### src/rtl/racc_regs.svh
// Register offsets, field positions, reset values and timing counts of the register access block.
`ifndef RACC_REGS_SVH
`define RACC_REGS_SVH

`define RACC_BANK_IDX 6'h00
`define RACC_CMD_IDX 6'h01
`define RACC_ABORT_IDX 6'h10
`define RACC_STATUS_IDX 6'h11

`define RACC_PG_OVR_BIT 7
`define RACC_PG_NUM_MSB 1
`define RACC_PG_NUM_LSB 0
`define RACC_RXOFF_BIT 5
`define RACC_SLEEP_BIT 4
`define RACC_CODE_MSB 3
`define RACC_CODE_LSB 0
`define RACC_ABORT_BIT 0
`define RACC_ST_BUSY_BIT 8
`define RACC_ST_ASLEEP_BIT 9
`define RACC_ST_WAKING_BIT 10

`define RACC_BANK_RESET 8'h00
`define RACC_CMD_RESET 8'h20

`define RACC_CODE_IDLE 4'h0
`define RACC_CODE_REINIT 4'hf

`define RACC_CLK_PERIOD_NS 20
`define RACC_WAKE_TIME_NS 500
`define RACC_CMD_TIME_NS 200
`define RACC_WAKE_CYCLES ((`RACC_WAKE_TIME_NS + `RACC_CLK_PERIOD_NS - 1) / `RACC_CLK_PERIOD_NS)
`define RACC_CMD_CYCLES ((`RACC_CMD_TIME_NS + `RACC_CLK_PERIOD_NS - 1) / `RACC_CLK_PERIOD_NS)

`endif

### src/rtl/racc_pkg.sv
// Types shared by the register access block and its command engine.
package racc_pkg;

  typedef enum logic [0:0] {
    RACC_ENG_IDLE = 1'b0,
    RACC_ENG_RUN = 1'b1
  } racc_eng_state_type;

  typedef struct packed {
    racc_eng_state_type state;
    logic [3:0] code;
    logic [15:0] count;
    logic done;
  } racc_eng_regs_type;

  typedef struct packed {
    logic page_override_enable;
    logic [1:0] page_number;
    logic receiver_analog_off;
    logic soft_sleep_bit;
    logic waking;
    logic [15:0] wake_cnt;
    logic [5:0] formed_reg_addr;
    logic [31:0] prdata;
  } racc_ctl_regs_type;

endpackage

### src/rtl/racc_cmd_if.sv
// Carrier between the register front end and the command engine.
`timescale 1ns/1ps
`default_nettype none
interface racc_cmd_if;
  logic start;
  logic [3:0] start_code;
  logic abort;
  logic busy;
  logic [3:0] running_code;
  logic done;

  modport ctrl (output start, output start_code, output abort, input busy, input running_code, input done);
  modport engine (input start, input start_code, input abort, output busy, output running_code, output done);
endinterface
`default_nettype wire

### src/rtl/racc_top.sv
// Register bank front end: bank window, command control, abort and status registers on APB.
`timescale 1ns/1ps
`default_nettype none
`include "racc_regs.svh"
module racc_top #(
  parameter int ADDR_W = 12,
  parameter int WAKE_CYCLES = `RACC_WAKE_CYCLES,
  parameter int CMD_CYCLES = `RACC_CMD_CYCLES
) (
  input wire logic pclk,
  input wire logic presetn,
  input wire logic psel,
  input wire logic penable,
  input wire logic pwrite,
  input wire logic [ADDR_W-1:0] paddr,
  input wire logic [31:0] pwdata,
  input wire logic [3:0] pstrb,
  output logic [31:0] prdata,
  output logic pready,
  output logic pslverr,
  input wire logic [5:0] host_addr_latch,
  output logic [5:0] formed_reg_addr,
  output logic receiver_analog_off,
  output logic soft_sleep_active,
  output logic cmd_busy,
  output logic [3:0] cmd_code
);
  import racc_pkg::*;

  initial begin
    if (ADDR_W < 8 || ADDR_W > 32) begin
      $error("ADDR_W must lie between 8 and 32");
    end
    if (WAKE_CYCLES < 1 || WAKE_CYCLES > 900) begin
      $error("WAKE_CYCLES out of range");
    end
  end

  localparam logic [15:0] WAKE_LAST = 16'(WAKE_CYCLES - 1);

  racc_cmd_if cmd_bus ();

  racc_cmd_engine #(
    .CMD_CYCLES(CMD_CYCLES)
  ) u_engine (
    .pclk(pclk),
    .presetn(presetn),
    .cmd(cmd_bus)
  );

  racc_ctl_regs_type ctl_reg;
  racc_ctl_regs_type ctl_next;

  ////////////////////////////////////////////////////////////////////////////
  // Address decode. Upper address bits must be zero and accesses word aligned.
  // Map by word index: bank window 0x00, command control 0x01, abort 0x10 (write-only),
  // status 0x11 (read-only). Anything else answers with pslverr and reads zero, so that
  // software probing a hole sees an error rather than aliased data.
  logic upper_zero;
  logic [5:0] word_idx;
  logic hit_bank;
  logic hit_cmd;
  logic hit_abort;
  logic hit_status;
  logic hit_any;
  logic access;
  logic setup;
  logic wr_bank;
  logic wr_cmd;
  logic wr_abort;
  logic reinit_active;
  logic [31:0] read_mux;

  always_comb begin
    upper_zero = 1'b1;
    for (int i = 8; i < ADDR_W; i++) begin
      if (paddr[i]) begin
        upper_zero = 1'b0;
      end
    end
  end

  assign word_idx = paddr[7:2];
  assign hit_bank = upper_zero && paddr[1:0] == 2'b00 && word_idx == `RACC_BANK_IDX;
  assign hit_cmd = upper_zero && paddr[1:0] == 2'b00 && word_idx == `RACC_CMD_IDX;
  assign hit_abort = upper_zero && paddr[1:0] == 2'b00 && word_idx == `RACC_ABORT_IDX;
  assign hit_status = upper_zero && paddr[1:0] == 2'b00 && word_idx == `RACC_STATUS_IDX;
  assign hit_any = hit_bank || hit_cmd || hit_abort || hit_status;

  assign setup = psel && !penable;
  assign access = psel && penable;
  // All writable registers are one byte wide, so only lane 0 carries a write.
  assign wr_bank = access && pwrite && hit_bank && pstrb[0];
  assign wr_cmd = access && pwrite && hit_cmd && pstrb[0];
  assign wr_abort = access && pwrite && hit_abort && pstrb[0];

  assign reinit_active = cmd_bus.busy && cmd_bus.running_code == `RACC_CODE_REINIT;

  assign pready = access;
  assign pslverr = access && !hit_any;

  ////////////////////////////////////////////////////////////////////////////
  // Read data is captured in the setup cycle and held through the access phase.
  always_comb begin
    read_mux = 32'h0000_0000;
    if (hit_bank) begin
      read_mux[`RACC_PG_OVR_BIT] = ctl_reg.page_override_enable;
      read_mux[`RACC_PG_NUM_MSB:`RACC_PG_NUM_LSB] = ctl_reg.page_number;
    end else if (hit_cmd) begin
      read_mux[`RACC_RXOFF_BIT] = ctl_reg.receiver_analog_off;
      read_mux[`RACC_SLEEP_BIT] = ctl_reg.soft_sleep_bit;
      read_mux[`RACC_CODE_MSB:`RACC_CODE_LSB] = cmd_bus.running_code;
    end else if (hit_status) begin
      read_mux[5:0] = ctl_reg.formed_reg_addr;
      read_mux[`RACC_ST_BUSY_BIT] = cmd_bus.busy;
      read_mux[`RACC_ST_ASLEEP_BIT] = ctl_reg.soft_sleep_bit && !ctl_reg.waking;
      read_mux[`RACC_ST_WAKING_BIT] = ctl_reg.waking;
    end
    // Reserved bits and the write-only abort register stay zero here.
  end

  ////////////////////////////////////////////////////////////////////////////
  always_comb begin
    ctl_next = ctl_reg;
    if (setup && !pwrite) begin
      ctl_next.prdata = read_mux;
    end
    if (ctl_reg.page_override_enable) begin
      ctl_next.formed_reg_addr = {ctl_reg.page_number, host_addr_latch[3:0]};
    end else begin
      ctl_next.formed_reg_addr = host_addr_latch;
    end
    if (wr_bank) begin
      ctl_next.page_override_enable = pwdata[`RACC_PG_OVR_BIT];
      ctl_next.page_number = pwdata[`RACC_PG_NUM_MSB:`RACC_PG_NUM_LSB];
    end
    // Wake-up completion clears the sleep bit unless the host sets it again in the same cycle.
    if (ctl_reg.waking) begin
      if (ctl_reg.wake_cnt == 16'h0000) begin
        ctl_next.waking = 1'b0;
        ctl_next.soft_sleep_bit = 1'b0;
      end else begin
        ctl_next.wake_cnt = ctl_reg.wake_cnt - 16'h0001;
      end
    end
    if (wr_cmd) begin
      ctl_next.receiver_analog_off = pwdata[`RACC_RXOFF_BIT];
      if (pwdata[`RACC_SLEEP_BIT]) begin
        if (!reinit_active) begin
          ctl_next.soft_sleep_bit = 1'b1;
          ctl_next.waking = 1'b0;
        end
      end else if (ctl_reg.soft_sleep_bit && !ctl_reg.waking) begin
        ctl_next.waking = 1'b1;
        ctl_next.wake_cnt = WAKE_LAST;
      end
    end
  end

  always_ff @(posedge pclk or negedge presetn) begin
    if (!presetn) begin
      ctl_reg.page_override_enable <= 1'(`RACC_BANK_RESET >> `RACC_PG_OVR_BIT);
      ctl_reg.page_number <= 2'h0;
      ctl_reg.receiver_analog_off <= 1'(`RACC_CMD_RESET >> `RACC_RXOFF_BIT);
      ctl_reg.soft_sleep_bit <= 1'b0;
      ctl_reg.waking <= 1'b0;
      ctl_reg.wake_cnt <= 16'h0000;
      ctl_reg.formed_reg_addr <= 6'h00;
      ctl_reg.prdata <= 32'h0000_0000;
    end else begin
      ctl_reg <= ctl_next;
    end
  end

  ////////////////////////////////////////////////////////////////////////////
  // The engine takes a start on every command write; writes while asleep are still honoured.
  assign cmd_bus.start = wr_cmd;
  assign cmd_bus.start_code = pwdata[`RACC_CODE_MSB:`RACC_CODE_LSB];
  assign cmd_bus.abort = wr_abort && pwdata[`RACC_ABORT_BIT];

  assign prdata = ctl_reg.prdata;
  assign formed_reg_addr = ctl_reg.formed_reg_addr;
  assign receiver_analog_off = ctl_reg.receiver_analog_off;
  assign soft_sleep_active = ctl_reg.soft_sleep_bit && !ctl_reg.waking;
  assign cmd_busy = cmd_bus.busy;
  assign cmd_code = cmd_bus.running_code;

  logic rd_setup_abort;
  logic rd_setup_cmd;
  logic rd_setup_bank;
  logic rd_setup_status;
  assign rd_setup_abort = setup && !pwrite && hit_abort;
  assign rd_setup_cmd = setup && !pwrite && hit_cmd;
  assign rd_setup_bank = setup && !pwrite && hit_bank;
  assign rd_setup_status = setup && !pwrite && hit_status;
endmodule
`default_nettype wire

### src/rtl/racc_cmd_engine.sv
// Command engine that runs one command at a time and falls back to the idle code when it ends.
`timescale 1ns/1ps
`default_nettype none
`include "racc_regs.svh"
module racc_cmd_engine #(
  parameter int CMD_CYCLES = `RACC_CMD_CYCLES
) (
  input wire logic pclk,
  input wire logic presetn,
  racc_cmd_if.engine cmd
);
  import racc_pkg::*;

  initial begin
    // A command must stay busy for at least two cycles after its start for the length check below.
    if (CMD_CYCLES < 2 || CMD_CYCLES > 65535) begin
      $error("CMD_CYCLES out of range");
    end
  end

  localparam logic [15:0] CMD_LAST = 16'(CMD_CYCLES - 1);

  racc_eng_regs_type eng_reg;
  racc_eng_regs_type eng_next;

  ////////////////////////////////////////////////////////////////////////////
  // A new start always wins over the end of the running command.
  always_comb begin
    eng_next = eng_reg;
    eng_next.done = 1'b0;
    unique case (eng_reg.state)
      RACC_ENG_IDLE: begin
      end
      RACC_ENG_RUN: begin
        if (cmd.abort || eng_reg.count == 16'h0000) begin
          eng_next.state = RACC_ENG_IDLE;
          eng_next.code = `RACC_CODE_IDLE;
          eng_next.done = 1'b1;
        end else begin
          eng_next.count = eng_reg.count - 16'h0001;
        end
      end
    endcase
    if (cmd.start) begin
      eng_next.code = cmd.start_code;
      eng_next.count = CMD_LAST;
      eng_next.done = 1'b0;
      eng_next.state = (cmd.start_code == `RACC_CODE_IDLE) ? RACC_ENG_IDLE : RACC_ENG_RUN;
    end
  end

  always_ff @(posedge pclk or negedge presetn) begin
    if (!presetn) begin
      eng_reg <= '{state: RACC_ENG_IDLE, code: `RACC_CODE_IDLE, count: 16'h0000, done: 1'b0};
    end else begin
      eng_reg <= eng_next;
    end
  end

  assign cmd.busy = (eng_reg.state == RACC_ENG_RUN);
  assign cmd.running_code = eng_reg.code;
  assign cmd.done = eng_reg.done;
endmodule
`default_nettype wire

### config.mk
export PLATFORM = sky130hd
export DESIGN_NAME = racc_top
export DESIGN_NICKNAME = d
export VERILOG_FILES = /design/src/rtl/racc_pkg.sv /design/src/rtl/racc_cmd_if.sv /design/src/rtl/racc_top.sv /design/src/rtl/racc_cmd_engine.sv
export VERILOG_INCLUDE_DIRS = /design/src /design/src/rtl
export SDC_FILE = /design/constraint.sdc
export NUM_CORES = 1
export LEC_CHECK = 0
export ABC_AREA = 1
export BUFFER_PORTS_ARGS = -buffer_cell sky130_fd_sc_hd__buf_2
export CORE_MARGIN = 5
export CORE_UTILIZATION = 30
export CTS_CLUSTER_DIAMETER = 150
export CTS_CLUSTER_SIZE = 20
export DETAILED_ROUTE_END_ITERATION = 6
export SLEW_MARGIN = 10
export SYNTH_ARGS = -nofsm -noshare
export SYNTH_HDL_FRONTEND = slang
export SYNTH_HIERARCHICAL = 1
export SYNTH_SLANG_ARGS = --single-unit
### constraint.sdc
create_clock -name pclk -period 2.8 [get_ports pclk]
set_clock_uncertainty 0.2 [all_clocks]
set_input_delay 0.14 -clock pclk [delete_from_list [all_inputs] [get_ports pclk]]
set_output_delay 0.14 -clock pclk [all_outputs]
set_load 0.01 [all_outputs]
# Yosys cells after proc, flatten, opt, wreduce, memory -nomap -nowiden
# Index checks and enable logic that the tools add are counted.
# totals
register_bits	59
latch_bits	0
mem_bits_rw	0
mem_bits_ro	0
in_bits	59
out_inout_bits	47
word_cells	82
mem_count	0
# classes
addsub	2
n_mul	0
div	0
order_cmp	0
eq_ne	5
n_shift	0
n_mux	28
bitwise_logic	0
n_reduce_logical	36
# ops
cell	count
$mux 16	3
$mux 22	2
$mux 18	2
$logic_not 16->1	2
$sub 16x1->16 const B	2
$logic_and 1x1->1	19
$mux 6	3
$mux 17	1
$eq 6x5->1 const B	2
$mux 1	9
$mux 3	3
$eq 6x1->1 const B	1
$logic_not 6->1	1
$mux 2	3
$mux 5	1
$eq 4x4->1 const B	1
$logic_not 1->1	4
$logic_not 4->1	1
$logic_or 1x1->1	4
$mux 4	1
$reduce_and 2->1	2
$reduce_bool 2->1	2
$logic_not 2->1	1
$ne 2x2->1 const B	1

# Logic depth before layout (Yosys ltp)
# depth
word_depth	13
depth_mapped	12
ltp_nobuf	11

# Cells and area by module
# The synthesis kept the hierarchy.
# modules_own_cells
mod	n_inst	cells_each	area_per_inst_um2	seq_area_each_um2
racc_top	1	331	2570.0	952.2
racc_cmd_engine	1	172	1393.8	550.5

# Worst setup path before layout
# OpenSTA, ideal clock, no wires.
# synth_timing
path_type	reg2reg
start	reg u_engine/eng_reg[1] (netlist name)
end	reg u_engine/eng_reg[13] (netlist name)
setup_time_ps	117
arrival_ps	1400
required_ps	2483
setup_slack_ps	1083
path_stages_with_launch	11
n_path_buf	1
synth_period_minus_slack_ps	1717
path_cell_list	dfrtp_1 -> inv_1 -> ha_1 -> nand3_4 -> nor2_4 -> nand3_4 -> nand2_4 -> nor2_4 -> buf_12 -> nand2_1 -> nand2_1
# synth_via
elab_chain_cells	4
elab_cells_between_ends	8
cone_classes	add/sub (1); eq/ne (1); mux (3); reduce/logical (3)
# synth_lines
item	line_no	rtl
start, declared	racc_cmd_engine.sv:23	racc_eng_regs_type eng_reg;
start signal, assigned	racc_cmd_engine.sv:54	eng_reg <= '{state: RACC_ENG_IDLE, code: `RACC_CODE_IDLE, count: 16'h0000, done: 1'b0};
start signal, assigned	racc_cmd_engine.sv:56	eng_reg <= eng_next;
$sub 16x1->16 / $logic_not 16->1 (equally long branches)	racc_cmd_engine.sv:40, racc_cmd_engine.sv:35	
$mux 16 / $logic_or 1x1->1 (equally long branches)	racc_cmd_engine.sv:35	if (cmd.abort || eng_reg.count == 16'h0000) begin
$mux 22 / $ne 2x2->1 (equally long branches)	-	
$mux 22 / $reduce_and 2->1 (equally long branches)	-	
# Several ways; a longest one is shown, not always the timed one. The select of a mux whose other input is x is not followed.
# A chain may end at the register's enable or synchronous reset.

# Final worst setup path
# layout_timing
start	in penable
end	reg u_engine/eng_reg[16] (netlist name)
# layout_via
elab_cells_between_ends	12
cone_classes	eq/ne (1); mux (1); reduce/logical (10)
# layout_lines
item	line_no	rtl
start, declared	racc_top.sv:13	input wire logic penable,
$logic_and 1x1->1 (*)	racc_top.sv:91	assign access = psel && penable;
$logic_and 1x1->1 (*) (3 in series)	racc_top.sv:94	assign wr_cmd = access && pwrite && hit_cmd && pstrb[0];
named net cmd_bus.start	racc_cmd_if.sv:5	logic start;
$ne 2x2->1 (no line) / $reduce_bool 2->1 (equally long branches)	-	
$reduce_and 2->1 (no line)	-	
# Mark *: on every way through the listed nets, which the timed path passes. The rest lies on a longest branch.

==> impl_metrics.toml <==
[timing]
hold_viol = 0
max-slew-margin-rel = 0.6225
rsz0062_at_grt = "no"
tightest_slew_ns = 0.5662
slew_viol_final = 0
setup_viol = 0
final.min_clock_period_ns = 2.278
whs_ns = 0.01102
finalSetupTns_ns = 0
fin_crit_sh = 0.8135
setup_ws_ns = 0.5221
fmax_mhz = 439.0

[place]
gp_congestion = 0.8468
dp_slack_ns = 0.7235
dp_hpwl_um = 6670
io_buffers = 55
placed_cells = 702

[route]
wire_per_inst_um = 12.22
drt-total-wl_um = 8969
dr_total_vias = 3295
dr.pass1.iters = 4
ant_nets = 0
drc = 0
drtIter0Drc = 189
viasPerCell = 4.489

[pwr]
seqPwrFrac = 0.428
power_switching_uw = 627.6
internal_power_mw = 1.605
powerDensity_nw_per_um2 = 489.2
swShare = 0.2811
combPwrFrac = 0.119
power_mw = 2.233
ir_drop_v = 0.0002465
p_clk_frac = 0.453
p_leak_nw = 2.356

[die]
core_um2 = 12720
start_util = 0.3093
fp.dieW_um = 124.5
dieArea_um2 = 15510
num_rows = 41
ios = 106
die_y_um = 124.5

[outcome]
status = "complete, no violations"

[yosys]
yosysWarnings = 6
avgSynthCellArea_um2 = 7.854
synthesis.area_um2 = 3935
synthCells = 501

[clock_tree]
cts_resized = 0
cts_tree = "yes"
root_buffer = "clkbuf_16"
cts_buffers = 9
cts_max_level = 3
clk_latency_ns = 0.33
cts_sinks = 59
clk_pin_slew_ns = 0.06
clk_path_buf_depth = 2

[setup_path]
path_max_fanout = 13
cp-start-kind = "primary input"
path_class = "in2reg"
path_buf_inv = 5
cp.required_ns = 2.86
cp_common_cell = "nand2_1"
r2r_cells = 9
end_kind = "flip-flop"
cp_num_cells = 13
max_stage_delay_ns = 0.54
slowest_stage = "dlygate4sd3_1"
path_delay_family = "buffers and inverters"
worstPathArrival_ns = 2.34
crit_chain = "dlygate4sd3_1 > buf_2 > nand2_1 > nor2_1 > nand2_1 > inv_2 > nand2_1 > inv_1 > inv_1 > nand2_1 > nor2_4 > nand3_1 > nand2_1"

[layout]
final_cell_mix = "nand2_1 (131), dfrtp_1 (58), nand3_1 (57)"
stdcell_count = 734
largest_reg_flops = 21
drive_gt1_frac = 0.2384
final_common_cell = "nand2_1"
diodes = 0
area_growth_pct = 15.99
nNetsFinal = 619

[global_routing]
grt_max_degree = 25
globalRouteOverflowTotal = 0
grt_usage = 0.1212
grt_pass1_vias = 3236
grt_pass1_wl_um = 15660
antenna_found_initial = 0

[flow_run]
drv_cap = 0

[hold_path]
min_path_cells = 4
min_path_type = "in2reg"
-- power by group through the flow --
stage / combinational, mW / sequential (mW) / clock, mW
6_report: 0.266 / 0.956 / 1.01
5_1_grt: 0.308 / 0.962 / 1.08
4_1_cts: 0.268 / 0.954 / 1.04
3_5_place_dp: 0.250 / 0.968 / 0
3_3_place_gp: 0.240 / 0.966 / 0
2_1_floorplan: 0.196 / 0.954 / 0
-- routing by layer --
metal | up-vias | track usage | part of all wire
li1 | 1659 | - | -
met1 | 1553 | 0.1494 | 0.44
met2 | 73 | 0.2020 | 0.50
met3 | 10 | 0.02916 | 0.045
met4 | 0 | 0.05158 | 0.017
met5 | - | 0 | 0
-- area by class of cell --
cell class | instances | area, um^2
timing repair buffer | 75 | 465.4
tap | 172 | 215.2
sequential | 59 | 1478
clock buffer | 9 | 225.2
inverter | 50 | 195.2
clock inverter | 7 | 52.55
fill | 1380 | 8158
multi-input combinational | 362 | 1933
-- final timing paths --
check,start,to,slack (ns)
min in group asynchronous,presetn,ctl_reg[45]$_DFF_PN0_,0.15
worst min-delay path,paddr[7],prdata[8]$_DFFE_PN0P_,0.01
worst max-delay path,penable,u_engine/eng_reg[16]$_DFFE_PN0P_,0.52
max in group asynchronous,presetn,receiver_analog_off$_DFFE_PN1P_,1.55
worst min register to register,prdata[4]$_DFFE_PN0P_,prdata[4]$_DFFE_PN0P_,0.28
worst max register to register,u_engine/eng_reg[1]$_DFFE_PN0P_,u_engine/eng_reg[16]$_DFFE_PN0P_,0.89
-- worst reg2reg max path: stages, from the launching register on --
cell and delay, ns:
dfrtp_1 0.34, inv_1 0.09, ha_1 0.26, nand3_4 0.14, nor2_4 0.06, nand3_4 0.11
nand2_4 0.07, nor2_4 0.35, nand3_1 0.14, nand2_1 0.08
-- stage by stage --
step | util | cell area [um^2]
6_report | 0.3588 | 4564
4_1_cts | 0.3588 | 4564
3_3_place_gp | 0.3244 | 4126
2_1_floorplan | - | 4014
5_1_grt | 0.3588 | 4564
3_5_place_dp | 0.3244 | 4126
-- timing repair --
item / 4_1_cts / 5_1_grt
hold endpoints to repair: 45 / 0
endpoints found under the setup margin: 0 / 0
hold buffers: 16 / 0
setup buffers: 0 / 0
Power figures use the tool's default switching activity.
